==> src/hdl/umsa_pkg.sv <==
package umsa_pkg;
  // Register byte offsets
  localparam logic [7:0] UMSA_OFS_CTRL = 8'h00;
  localparam logic [7:0] UMSA_OFS_SRP_HI = 8'h04;
  localparam logic [7:0] UMSA_OFS_SRP_LO = 8'h08;
  localparam logic [7:0] UMSA_OFS_CRP_HI = 8'h0C;
  localparam logic [7:0] UMSA_OFS_CRP_LO = 8'h10;
  localparam logic [7:0] UMSA_OFS_STATUS = 8'h14;
  localparam logic [7:0] UMSA_OFS_MISS_CNT = 8'h18;
  localparam logic [7:0] UMSA_OFS_FAULT_ADDR = 8'h1C;
  // Control fields
  localparam int UMSA_CTRL_ENABLE_BIT = 0;
  localparam int UMSA_CTRL_SRE_BIT = 1;
  localparam int UMSA_CTRL_FLUSH_BIT = 2;
  localparam logic [1:0] UMSA_CTRL_RESET = 2'h0;
  // Root pointer upper word fields
  localparam int UMSA_RP_DT_LSB = 0;
  localparam int UMSA_RP_WP_BIT = 2;
  localparam int UMSA_RP_SG_BIT = 9;
  localparam logic [1:0] UMSA_DT_PAGE = 2'h1;
  localparam logic [31:0] UMSA_RP_RESET = 32'h00000000;
  // Status fields
  localparam int UMSA_ST_MISS_BIT = 0;
  localparam int UMSA_ST_ERR_BIT = 1;
  localparam int UMSA_ST_BUSY_BIT = 2;
  // Logical bus codes
  localparam logic [2:0] UMSA_FC_CPU = 3'h7;
  localparam int UMSA_FC_SUPER_BIT = 2;
  localparam logic [3:0] UMSA_CPU_TYPE_COPROC = 4'h2;
  // AHB-Lite encodings
  localparam logic [1:0] UMSA_HTRANS_NONSEQ = 2'h2;
  localparam logic [2:0] UMSA_HSIZE_WORD = 3'h2;
endpackage

==> src/hdl/umsa_unity_access.sv <==
`timescale 1ns/10ps
`default_nettype none
// Notes on behaviour
// CPU space: physical equals logical, unchecked
// CPU space bypasses cache, no entries
// Page-type root: unity map, checks, entries
// CPU space never terminated, own registers excepted
// CPU space validated by cpu space strobe
// Glue negates cpu strobe for coprocessor select
// Coprocessor select decoded from logical address
// Glue floats transceivers unless strobe asserted
// Every logical cycle monitored, no suppression
// Logical devices honour error and retry
// Synchronous cycles terminated in time
// Software loads supervisor root, sets enable
// Enable set: supervisor uses supervisor root; code uses it only when sre_q is also set, else crp_hi_q
// Glue blocks physical strobe for logical device
// Unity page needs resident cache entry
// Miss: error, halt, relinquish; build entry
module umsa_unity_access #(
  parameter int PAGE_SHIFT = 12,
  parameter int CACHE_ENTRIES = 8,
  parameter logic [2:0] OWN_COPROC_ID = 3'h0
) (
  input wire logic clock,
  input wire logic rst,
  input wire logic ce,
  input wire logic hsel,
  input wire logic [31:0] haddr,
  input wire logic [1:0] htrans,
  input wire logic hwrite,
  input wire logic [2:0] hsize,
  input wire logic [31:0] hwdata,
  input wire logic hready,
  output logic hreadyout,
  output logic [31:0] hrdata,
  output logic hresp,
  input wire logic [31:0] logical_address,
  input wire logic [2:0] function_code,
  input wire logic logical_address_strobe_n,
  input wire logic read_write,
  output logic [31:0] physical_address,
  output logic physical_address_strobe_n,
  output logic cpu_space_strobe_n,
  output logic own_ack_n,
  output logic bus_error_signal_n,
  output logic halt_n,
  output logic logical_bus_relinquish_n
);
  localparam int TAG_W = 32 - PAGE_SHIFT;

  typedef enum logic [5:0] {
    ST_IDLE = 6'b000001,
    ST_PASS = 6'b000010,
    ST_CPU = 6'b000100,
    ST_OWN = 6'b001000,
    ST_ERR = 6'b010000,
    ST_RETRY = 6'b100000
  } umsa_state_e;

  umsa_state_e state_q;
  umsa_state_e state_d;

  // Register file
  logic enable_q;
  logic sre_q;
  logic [31:0] srp_hi_q;
  logic [31:0] srp_lo_q;
  logic [31:0] crp_hi_q;
  logic [31:0] crp_lo_q;
  logic miss_flag_q;
  logic err_flag_q;
  logic [31:0] miss_cnt_q;
  logic [31:0] fault_addr_q;
  logic flush_q;

  // Bus slave
  logic wr_pend_q;
  logic [7:0] wr_addr_q;
  logic [31:0] hrdata_q;
  logic addr_phase;

  // Cycle capture for the fill
  logic fill_q;
  logic [TAG_W-1:0] fill_tag_q;
  logic fill_super_q;
  logic fill_global_q;
  logic fill_wp_q;

  logic cycle_start;
  logic cycle_end;
  logic is_cpu;
  logic is_super;
  logic is_own;
  logic [31:0] root_hi;
  logic root_unity;
  logic cache_hit;
  logic cache_wp;
  logic [TAG_W-1:0] look_tag;

  logic [31:0] pa_q;
  logic pas_n_q;
  logic cli_n_q;
  logic ack_n_q;
  logic bus_error_signal_n_q;
  logic halt_n_q;
  logic logical_bus_relinquish_n_q;

  function automatic logic [31:0] reg_read(input logic [7:0] ofs,
      input logic en, input logic supervisor_root_enable, input logic [31:0] shi,
      input logic [31:0] slo, input logic [31:0] chi,
      input logic [31:0] clo, input logic [2:0] st,
      input logic [31:0] cnt, input logic [31:0] fa);
    logic [31:0] v;
    v = 32'h00000000;
    case (ofs)
      umsa_pkg::UMSA_OFS_CTRL: begin
        v[umsa_pkg::UMSA_CTRL_ENABLE_BIT] = en;
        v[umsa_pkg::UMSA_CTRL_SRE_BIT] = supervisor_root_enable;
      end
      umsa_pkg::UMSA_OFS_SRP_HI: v = shi;
      umsa_pkg::UMSA_OFS_SRP_LO: v = slo;
      umsa_pkg::UMSA_OFS_CRP_HI: v = chi;
      umsa_pkg::UMSA_OFS_CRP_LO: v = clo;
      umsa_pkg::UMSA_OFS_STATUS: v[2:0] = st;
      umsa_pkg::UMSA_OFS_MISS_CNT: v = cnt;
      umsa_pkg::UMSA_OFS_FAULT_ADDR: v = fa;
      default: v = 32'h00000000;
    endcase
    return v;
  endfunction

  // AHB-Lite: zero wait state, always OKAY
  assign addr_phase = hsel && hready && htrans[1];

  always_ff @(posedge clock or posedge rst) begin
    if (rst) begin
      wr_pend_q <= 1'b0;
      wr_addr_q <= 8'h00;
    end else if (ce) begin
      wr_pend_q <= addr_phase && hwrite;
      if (addr_phase) begin
        wr_addr_q <= {haddr[7:2], 2'b00};
      end
    end
  end

  always_ff @(posedge clock or posedge rst) begin
    if (rst) begin
      hrdata_q <= 32'h00000000;
    end else if (ce && addr_phase && !hwrite) begin
      hrdata_q <= reg_read({haddr[7:2], 2'b00}, enable_q, sre_q, srp_hi_q,
                           srp_lo_q, crp_hi_q, crp_lo_q,
                           {state_q != ST_IDLE, err_flag_q, miss_flag_q},
                           miss_cnt_q, fault_addr_q);
    end
  end

  // Control and root pointers
  always_ff @(posedge clock or posedge rst) begin
    if (rst) begin
      enable_q <= umsa_pkg::UMSA_CTRL_RESET[umsa_pkg::UMSA_CTRL_ENABLE_BIT];
      sre_q <= umsa_pkg::UMSA_CTRL_RESET[umsa_pkg::UMSA_CTRL_SRE_BIT];
      flush_q <= 1'b0;
      srp_hi_q <= umsa_pkg::UMSA_RP_RESET;
      srp_lo_q <= umsa_pkg::UMSA_RP_RESET;
      crp_hi_q <= umsa_pkg::UMSA_RP_RESET;
      crp_lo_q <= umsa_pkg::UMSA_RP_RESET;
    end else if (ce) begin
      flush_q <= 1'b0;
      if (wr_pend_q) begin
        case (wr_addr_q)
          umsa_pkg::UMSA_OFS_CTRL: begin
            enable_q <= hwdata[umsa_pkg::UMSA_CTRL_ENABLE_BIT];
            // enable bit written
            sre_q <= hwdata[umsa_pkg::UMSA_CTRL_SRE_BIT];
            flush_q <= hwdata[umsa_pkg::UMSA_CTRL_FLUSH_BIT];
          end
          umsa_pkg::UMSA_OFS_SRP_HI: srp_hi_q <= hwdata;
          umsa_pkg::UMSA_OFS_SRP_LO: srp_lo_q <= hwdata;
          umsa_pkg::UMSA_OFS_CRP_HI: crp_hi_q <= hwdata;
          umsa_pkg::UMSA_OFS_CRP_LO: crp_lo_q <= hwdata;
          default: ;
        endcase
      end
    end
  end

  // Cycle decode
  // every strobe starts a decision
  assign cycle_start = (state_q == ST_IDLE) && !logical_address_strobe_n;
  assign cycle_end = logical_address_strobe_n;
  assign is_cpu = (function_code == umsa_pkg::UMSA_FC_CPU);
  assign is_super = function_code[umsa_pkg::UMSA_FC_SUPER_BIT];
  // own register set inside CPU space
  assign is_own = is_cpu &&
      (logical_address[19:16] == umsa_pkg::UMSA_CPU_TYPE_COPROC) &&
      (logical_address[15:13] == OWN_COPROC_ID);
  // supervisor root selected by supervisor root enable (sre_q)
  assign root_hi = (is_super && sre_q) ? srp_hi_q : crp_hi_q;
  // page descriptor type means unity
  assign root_unity = (root_hi[umsa_pkg::UMSA_RP_DT_LSB +: 2] ==
                       umsa_pkg::UMSA_DT_PAGE);
  assign look_tag = logical_address[31:PAGE_SHIFT];

  umsa_xcache #(
    .ENTRIES(CACHE_ENTRIES),
    .TAG_W(TAG_W)
  ) u_cache (
    .clock(clock),
    .rst(rst),
    .ce(ce),
    .flush(flush_q),
    .look_tag(look_tag),
    .look_super(is_super),
    .hit(cache_hit),
    .hit_wp(cache_wp),
    .fill(fill_q),
    .fill_tag(fill_tag_q),
    .fill_super(fill_super_q),
    .fill_global(fill_global_q),
    .fill_wp(fill_wp_q)
  );

  always_comb begin
    state_d = state_q;
    case (state_q)
      ST_IDLE: begin
        if (cycle_start) begin
          if (!enable_q) begin
            state_d = ST_PASS;
          end else if (is_own) begin
            state_d = ST_OWN;
          // no cache lookup in CPU space
          end else if (is_cpu) begin
            state_d = ST_CPU;
          end else if (!root_unity) begin
            state_d = ST_ERR;
          // resident entry required
          end else if (!cache_hit) begin
            state_d = ST_RETRY;
          // protection still checked
          end else if (cache_wp && !read_write) begin
            state_d = ST_ERR;
          end else begin
            state_d = ST_PASS;
          end
        end
      end
      ST_PASS, ST_CPU, ST_OWN, ST_ERR, ST_RETRY: begin
        if (cycle_end) begin
          state_d = ST_IDLE;
        end
      end
      default: state_d = ST_IDLE;
    endcase
  end

  always_ff @(posedge clock or posedge rst) begin
    if (rst) begin
      state_q <= ST_IDLE;
    end else if (ce) begin
      state_q <= state_d;
    end
  end

  // strobes follow one edge after the cycle starts
  always_ff @(posedge clock or posedge rst) begin
    if (rst) begin
      pas_n_q <= 1'b1;
      cli_n_q <= 1'b1;
      ack_n_q <= 1'b1;
      bus_error_signal_n_q <= 1'b1;
      halt_n_q <= 1'b1;
      logical_bus_relinquish_n_q <= 1'b1;
    end else if (ce) begin
      pas_n_q <= !(state_d == ST_PASS);
      // CPU space uses its own strobe
      cli_n_q <= !(state_d == ST_CPU);
      ack_n_q <= !(state_d == ST_OWN);
      // retry drives all three together
      bus_error_signal_n_q <= !((state_d == ST_ERR) || (state_d == ST_RETRY));
      halt_n_q <= !(state_d == ST_RETRY);
      logical_bus_relinquish_n_q <= !(state_d == ST_RETRY);
    end
  end

  // unity address out, no checks on CPU space
  always_ff @(posedge clock or posedge rst) begin
    if (rst) begin
      pa_q <= 32'h00000000;
    end else if (ce && cycle_start) begin
      pa_q <= logical_address;
    end
  end

  // one-to-one entry built once the retried cycle ends
  always_ff @(posedge clock or posedge rst) begin
    if (rst) begin
      fill_q <= 1'b0;
      fill_tag_q <= '0;
      fill_super_q <= 1'b0;
      fill_global_q <= 1'b0;
      fill_wp_q <= 1'b0;
    end else if (ce) begin
      fill_q <= (state_q == ST_RETRY) && cycle_end;
      if (cycle_start) begin
        fill_tag_q <= look_tag;
        fill_super_q <= is_super;
        fill_global_q <= root_hi[umsa_pkg::UMSA_RP_SG_BIT];
        fill_wp_q <= root_hi[umsa_pkg::UMSA_RP_WP_BIT];
      end
    end
  end

  // Status, sticky until the next decided cycle
  always_ff @(posedge clock or posedge rst) begin
    if (rst) begin
      miss_flag_q <= 1'b0;
      err_flag_q <= 1'b0;
      miss_cnt_q <= 32'h00000000;
      fault_addr_q <= 32'h00000000;
    end else if (ce && cycle_start) begin
      miss_flag_q <= (state_d == ST_RETRY);
      err_flag_q <= (state_d == ST_ERR);
      if (state_d == ST_RETRY) begin
        miss_cnt_q <= miss_cnt_q + 32'h00000001;
      end
      if ((state_d == ST_RETRY) || (state_d == ST_ERR)) begin
        fault_addr_q <= logical_address;
      end
    end
  end

  assign hreadyout = 1'b1;
  assign hresp = 1'b0;
  assign hrdata = hrdata_q;
  assign physical_address = pa_q;
  assign physical_address_strobe_n = pas_n_q;
  assign cpu_space_strobe_n = cli_n_q;
  assign own_ack_n = ack_n_q;
  assign bus_error_signal_n = bus_error_signal_n_q;
  assign halt_n = halt_n_q;
  assign logical_bus_relinquish_n = logical_bus_relinquish_n_q;
endmodule // umsa_unity_access
`default_nettype wire

==> src/hdl/umsa_xcache.sv <==
`timescale 1ns/10ps
`default_nettype none
module umsa_xcache #(
  parameter int ENTRIES = 8,
  parameter int TAG_W = 20
) (
  input wire logic clock,
  input wire logic rst,
  input wire logic ce,
  input wire logic flush,
  input wire logic [TAG_W-1:0] look_tag,
  input wire logic look_super,
  output logic hit,
  output logic hit_wp,
  input wire logic fill,
  input wire logic [TAG_W-1:0] fill_tag,
  input wire logic fill_super,
  input wire logic fill_global,
  input wire logic fill_wp
);
  localparam int PW = (ENTRIES > 1) ? $clog2(ENTRIES) : 1;
  logic [ENTRIES-1:0] valid_q;
  logic [TAG_W-1:0] tag_q [ENTRIES];
  logic [ENTRIES-1:0] super_q;
  logic [ENTRIES-1:0] global_q;
  logic [ENTRIES-1:0] wp_q;
  logic [ENTRIES-1:0] match;
  logic [PW-1:0] victim_q;

  // Global entries answer either privilege
  genvar gi;
  generate
    for (gi = 0; gi < ENTRIES; gi++) begin : g_match
      assign match[gi] = valid_q[gi] && (tag_q[gi] == look_tag) &&
                         (global_q[gi] || (super_q[gi] == look_super));
    end
  endgenerate

  assign hit = |match;
  assign hit_wp = |(match & wp_q);

  always_ff @(posedge clock or posedge rst) begin
    if (rst) begin
      valid_q <= '0;
    end else if (ce) begin
      if (flush) begin
        valid_q <= '0;
      end
      // A fill in the flush cycle survives
      if (fill) begin
        valid_q[victim_q] <= 1'b1;
      end
    end
  end

  always_ff @(posedge clock) begin
    if (ce && fill) begin
      tag_q[victim_q] <= fill_tag;
      super_q[victim_q] <= fill_super;
      global_q[victim_q] <= fill_global;
      wp_q[victim_q] <= fill_wp;
    end
  end

  // Round-robin replacement
  always_ff @(posedge clock or posedge rst) begin
    if (rst) begin
      victim_q <= '0;
    end else if (ce && fill) begin
      if (victim_q == PW'(ENTRIES - 1)) begin
        victim_q <= '0;
      end else begin
        victim_q <= victim_q + PW'(1);
      end
    end
  end
endmodule // umsa_xcache
`default_nettype wire
==> config.mk <==
export PLATFORM = sky130hd
export DESIGN_NAME = umsa_unity_access
export DESIGN_NICKNAME = d
export VERILOG_FILES = /design/src/hdl/umsa_pkg.sv /design/src/hdl/umsa_unity_access.sv /design/src/hdl/umsa_xcache.sv
export SDC_FILE = /design/constraint.sdc
export NUM_CORES = 1
export LEC_CHECK = 0
export BUFFER_PORTS_ARGS = -buffer_cell sky130_fd_sc_hd__buf_2
export CAP_MARGIN = 20
export CELL_PAD_IN_SITES_DETAIL_PLACEMENT = 0
export CELL_PAD_IN_SITES_GLOBAL_PLACEMENT = 1
export CORE_ASPECT_RATIO = 0.8
export CORE_UTILIZATION = 40
export DETAILED_ROUTE_END_ITERATION = 10
export GPL_TIMING_DRIVEN = 0
export PLACE_DENSITY_LB_ADDON = 0.1
export SLEW_MARGIN = 15
export SYNTH_ARGS = -nofsm -noshare
export SYNTH_HDL_FRONTEND = slang
export SYNTH_SLANG_ARGS = --single-unit
export TNS_END_PERCENT = 100
==> constraint.sdc <==
create_clock -name clock -period 23.8 [get_ports clock]
set_input_delay 2.38 -clock clock [delete_from_list [all_inputs] [get_ports clock]]
set_output_delay 2.38 -clock clock [all_outputs]
set_load 0.01 [all_outputs]
==> impl_results.md, run 1 <==
* CTS HTree Levels at 2
* CTS tree: done
* Clock Skews at 0.0139 ns
* N_diodes at 0
* Setup Buffers After CTS at 0
* Yosys cell types at 58
* FP Rows at 73
* Nets at 1846
* Power Dens Cells at 88.0 nW/um^2
* I/O pins at 184
* Crit-path slowest cell: nor4_1
* Number of synthesized flops with an enable pin at 184
* Die Span Y at roughly 200 um
* Netlist area before placement at 20500 um^2
* Simple-gate share of the synthesized area at 9.95%
* Vias per cell at 5.60
* Post-CTS resize count at 0
* DR pass1 iterations at 10
* Vias in the first global route at 13722
* Starting Density at 41.0%
* Min-delay worst type: flip-flop to flip-flop
* FF+latch count, synth at 478
* Main combinational cell family by area after synthesis: multiplexers
* Most frequent cells in the layout: 288 x dfrtp_1, 184 x edfxtp_1, 173 x xnor2_1
* Reg2Reg Setup Slack at 20.30 ns
* CP required at 24.33 ns
* Max Slew Vio Count at 0
* Worst-Margin Slew at 1.09 ns
* Commonest non-fill, non-tap cell in the layout: dfrtp_1
* Synth Instances at 1523
* Clk_lat worst skew at 0.59 ns
* IO buf count at 142
* Synth Area in Adders at 0.183%
* R2r endpoint: physical_address[5]
* CP Class: input port to flip-flop
* Critical path cell sequence: buf_2 -> buf_2 -> xnor2_1 -> nand4_1 -> nor4_1 -> nand2_1 -> o211ai_1 -> nor2_1 -> nor3_1 -> o32a_1
* Fraction of synthesized area in multiplexers at a little over a tenth
* Final hold violation count at 0
* Share of cells above drive strength 1 at 26.0%
* CP Launch Point: logical_address[12]
* Setup TNS at 0 ns
* Compound-Gate Fraction of Synth Area at 6.04%
* Seq/Total Area, Yosys at 62.7%
* CP max FO at 10
* Filler cells at 4455
* Cts hold-fix bufs at 0
* Antenna-violating nets left at 0
* Reg2reg path depth at 8
* FFs w/ async S/R, synth at 61.5%
* Clock buffer depth at 3
* Synthesized Nets at approximately 1600
* Via count at 13704
* Max-cap violation count at 0
* Die Wd at 255 um
* Final period util at a little under a quarter
* Status: completed
* Initial antenna violation count at 4
* Setup-failing EPs final at 0
* Slowest Stage Delay on Critical Path at about 0.8 ns
* Clock Sinks at 478
* Floorplan Core Area at roughly 50000 um^2
* Fmax at 182 MHz
* Worst-path clk slew at 0.06 ns
* CP dominant cell by count: buf_2
* Die Area at 52300 um^2
* Leakage at 9.85 nW
* Largest net degree at the start of global routing at a little over 100
* Final core utilization at roughly 48%
* Area grow syn2layout at 17.2%
* Global Route Usage Sum at 23.9%
* HP Start: physical_address[6]
* Final HPWL DP at 42400 um
* WL/cell at 25.4 um
* Remaining global-route overflow at 0
* Most used DFF post-synth: dfrtp_1
* Ys Warns at 0
* Residual DRC count at 0
* Max-slew headroom at the worst pin at 27.0%
* First-pass GRT wire length at 91800 um
* Initial drt markers at between 1500 and 2000
* Worst-case vdd ir drop at 58.5 uV
* Worst min-delay path endpoint: physical_address[6]
* Clock Root Buffer: clkbuf_16
* RSZ-0062 raised after global routing: false
* XOR/XNOR share of the synthesized area at 8.27%
* Crit end category: flip-flop
* Worst flop-to-flop path startpoint: state_q[3]
* Min Tclk post-route at between 5 and 6 ns
* Mean Syn Cell Area at between 10 and 15 um^2
* Hold Path Stages at 2
* GPL Wtd Cong at approximately 0.85
* Final WL at 62100 um
* CP arrival at ~6 ns
* Critical path startpoint category: input port
* CTS Buf Count at slightly above 50
## synthesized netlist by cell type (4+ instances only)
library cell / n / share of area, %
mux2i_1: 4 / 0.19
dfstp_2: 6 / 0.77
clkbuf_1: 43 / 0.79
nor3_1: 14 / 0.34
nor2b_1: 4 / 0.12
and4_1: 6 / 0.26
dfrtp_1: 288 / 35
a21o_1: 10 / 0.37
buf_2: 23 / 0.56
and2_1: 4 / 0.12
a21oi_1: 5 / 0.12
edfxtp_1: 184 / 27
xor2_1: 21 / 0.90
nand2_1: 140 / 2.6
nor2_1: 65 / 1.2
o2111ai_1: 7 / 0.30
a31oi_1: 30 / 0.91
nand4_1: 64 / 1.9
nand3_1: 44 / 1.1
o211ai_1: 8 / 0.29
o21ai_0: 14 / 0.34
xnor2_1: 173 / 7.4
mux2_4: 30 / 2.2
and3_1: 20 / 0.61
buf_1: 11 / 0.20
mux2_2: 143 / 7.8
o22ai_1: 4 / 0.12
a222oi_1: 58 / 2.8
nor4_1: 18 / 0.55
inv_1: 18 / 0.33
nand2b_1: 20 / 0.61
## final cells by class
cell class	instances	area (um^2)	area share [%]
Clock buffer	81	1540	6.41
Clock inverter	11	154	0.639
Tap cell	675	845	3.51
Buffer	84	412	1.71
Inverter	18	75.1	0.312
Timing Repair Buffer	155	927	3.85
Multi-Input combinational cell	943	7230	30.0
Sequential cell	478	12900	53.5
## per-layer routing
metal	wire length [um]	vias to the layer above	global-route usage (%)
li1	-	6038	-
met1	29200	7049	36.0
met2	26800	533	35.2
met3	4870	82	4.65
met4	1220	2	6.13
met5	13	-	0
## report_power, final
group	total [mW]	switching [mW]	internal, mW
clock network	0.813	0.328	0.485
registers	1.09	0.124	0.967
logic	0.215	0.109	0.106
total	2.12	0.561	1.56
## how the worst max path moves through the flow
stage and endpoint:
2_1_floorplan crp_hi_q[0], 3_3_place_gp physical_address[11], 3_5_place_dp bus_error_signal_n, 4_1_cts bus_error_signal_n, 5_1_grt bus_error_signal_n, 6_report bus_error_signal_n
## sequential cells by signal, summed over array words and instances, names as in the netlist, 3 cells and up
signal	cells
fault_addr_q	32
state_q	6
srp_lo_q	32
u_cache.global_q	8
u_cache.tag_q	160
u_cache.wp_q	8
miss_cnt_q	32
u_cache.super_q	8
crp_lo_q	32
wr_addr_q	6
srp_hi_q	32
crp_hi_q	32
physical_address	32
u_cache.victim_q	3
u_cache.valid_q	8
hrdata	32
## stage by stage
step	instances	setup WS (ns)	hold WS (ns)	instance area [um^2]	total power [mW]
2_1_floorplan	1523	13.31	0.446	20500	1.17
3_3_place_gp	2340	9.59	0.455	22100	1.32
6_report	2445	18.31	0.475	24100	2.12
4_1_cts	2444	18.39	0.474	24100	2.14
5_1_grt	2445	18.22	0.496	24100	2.20
3_5_place_dp	2352	17.77	0.462	22400	1.32
## cell families after synthesis
logic type	Yosys count
flip-flops	478
AND/OR/NAND/NOR	412
XOR/XNOR	194
multiplexers	179
AO/OA/AOI/OAI	153
buffers and inverters	102
adder cells (fa/ha/maj)	3
other	2
## critical path: cells and delay by family
| kind | cells | cell delay (ns) |
|---|---|---|
| and+or+nand+nor | 5 | 2.27 |
| buffers and inverters | 2 | 0.57 |
| xor gates and xnor gates | 1 | 0.18 |
| AOI/OAI and AO/OA | 2 | 0.63 |
Note: power is estimated with default switching activity, not from simulation.
==> run 2: changes to the inputs <==
Clock period 23.8 ns to 5.6 ns, I/O delays scaled along.
==> impl_results.md, run 2 (same netlist as run 1, synthesis figures left out) <==
* Hold slack at 0.181 ns (-0.294 ns)
* Initial drt markers at 1570 (+2.5%)
* I/O pins at 184 (unchanged)
* Antenna-violating nets left at 0 (unchanged)
* Crit-path slowest cell: nor4_1
* Floorplan Core Area at 50100 um^2 (unchanged)
* Worst-Margin Slew at 1.21 ns (+0.114 ns)
* Max-slew headroom at the worst pin at 18.9% (-8.1 points)
* Setup-failing EPs final at 0 (unchanged)
* CP arrival at 4.32 ns (-1.71 ns)
* DR pass1 iterations at 6 (-4)
* Clock Sinks at 478 (unchanged)
* FP Rows at 73 (unchanged)
* Min-delay worst type: input port to flip-flop
* Power Dens Cells at 366 nW/um^2 (+320%)
* Critical path startpoint category: input port
* Fmax at about 260 MHz
* CP Class: input port to flip-flop
* First-pass GRT wire length at 92300 um (+0.61%)
* Min Tclk post-route at around 3.8 ns
* Global Route Usage Sum at 24.1% (+0.18 points)
* Tot Pwr at 8.83 mW (+320%)
* Die Span Y at 205 um (unchanged)
* Max Slew Vio Count at 0 (unchanged)
* Post-CTS resize count at 0 (unchanged)
* Final hold violation count at 0 (unchanged)
* Crit end category: flip-flop
* Commonest non-fill, non-tap cell in the layout: dfrtp_1
* Met2 WL at 26700 um (-0.46%)
* Vias per cell at 5.59 (-0.28%)
* CP dominant cell by count: buf_2
* Final core utilization at 48.1% (+0.077 points)
* Largest Register: u_cache.tag_q
* Final HPWL DP at 43000 um (+1.6%)
* Nets at 1852 (+0.33%)
* Clock Skews at 0.0273 ns (+0.0133 ns)
* CP required at 6.12 ns (-18.21 ns)
* Die Area at 52300 um^2 (unchanged)
* Detailed-routing wirelength on met1 at 30200 um (+3.6%)
* CTS Buf Count at 50 (-2.0%)
* Leakage at 9.86 nW (about the same)
* CTS tree: done
* Worst-case vdd ir drop at 227 uV (+290%)
* Final WL at 62400 um (+0.62%)
* Most frequent cells in the layout: 288 x dfrtp_1, 184 x edfxtp_1, 173 x xnor2_1
* GPL Wtd Cong at 0.856 (+0.59%)
* Max reg flops at 160 (unchanged)
* Share of cells above drive strength 1 at 26.2% (+0.16 points)
* Filler cells at 4514 (+1.3%)
* Residual DRC count at 0 (unchanged)
* Area grow syn2layout at 17.4%
* Clock Root Buffer: clkbuf_16
* Die Wd at 255 um (unchanged)
* Final period util at 67.9%
* Clock buffer depth at 3 (unchanged)
* Worst-path clk slew at 0.06 ns (about the same)
* IO buf count at 142 (unchanged)
* Clk_lat worst skew at 0.59 ns (about the same)
* Vias in the first global route at 13697 (-0.18%)
* N_diodes at 0 (unchanged)
* Critical path cell sequence: buf_2 -> buf_2 -> xnor2_1 -> nand4_1 -> nor4_1 -> nand2_1 -> o211ai_1 -> nor2_1 -> nor3_1 -> o32a_1
* Slowest Stage Delay on Critical Path at 0.94 ns (+0.12 ns)
* RSZ-0062 raised after global routing: false
* Max-cap violation count at 0 (unchanged)
* Cts hold-fix bufs at 1 (+1)
* Remaining global-route overflow at 0 (unchanged)
* Status: completed
* CP max FO at 10 (unchanged)
* CTS HTree Levels at 2 (unchanged)
* Largest net degree at the start of global routing at 37 (-64%)
* Initial antenna violation count at 1 (-3)
* Setup Buffers After CTS at 0 (unchanged)
* Metal3 WL at 4260 um (-12%)
* WL/cell at 25.5 um (+0.29%)
* Via count at 13710 (+0.044%)
* Starting Density at 41.0% (unchanged)
* Highest metal used: met5
==> run 2: final timing paths <==
check	end	from	cells past startpoint	slack, ns
worst max-delay path	bus_error_signal_n	logical_address[19]	10	1.80
worst min-delay path	physical_address[2]	logical_address[2]	3	0.18
worst max register to register	bus_error_signal_n	u_cache.tag_q[2][7]	8	1.93
worst min register to register	physical_address[1]	physical_address[1]	2	0.47
max in group asynchronous	own_ack_n	rst	8	3.87
min in group asynchronous	crp_lo_q[24]	rst	4	0.56
==> run 2: final cells by class <==
type | instances | area, um^2 | share of cell area, %
flip-flops and latches | 478 | 12900 | 53.5
multi-input cells | 943 | 7230 | 30.0
clock buffers | 81 | 1480 | 6.13
repair buffers | 162 | 1070 | 4.45
well taps | 675 | 845 | 3.50
plain buffers | 84 | 412 | 1.71
clock inverters | 12 | 114 | 0.472
inverters | 18 | 71.3 | 0.296
==> run 2: power by group <==
part           internal [mW]  switching, mW
Sequential              4.11          0.522
Combinational          0.463          0.468
Clock                   1.89           1.37
Total                   6.46           2.36
==> run 2: stage by stage <==
step / area [um^2] / instances / setup WS (ns) / TNS (ns)
6_report: 24100 / 2453 / 1.80 / 0
5_1_grt: 24100 / 2453 / 1.72 / 0
3_5_place_dp: 22500 / 2359 / 1.33 / 0
4_1_cts: 24100 / 2453 / 1.98 / 0
3_3_place_gp: 22100 / 2340 / -0.843 / -224.73
2_1_floorplan: 20500 / 1523 / 1.14 / 0
==> run 2: worst max-delay path: cells and delay by family <==
kind / cells / cell delay (ns)
AND/OR/NAND/NOR: 5 / 2.42
buffers and inverters: 2 / 0.52
AO/OA/AOI/OAI: 2 / 0.64
XOR/XNOR: 1 / 0.18
==> run 2: metal layers <==
metal / GRT usage [%] / vias up
li1: - / 6061
met1: 36.6 / 7077
met2: 35.1 / 478
met3: 4.68 / 92
met4: 6.26 / 2
met5: 0 / -
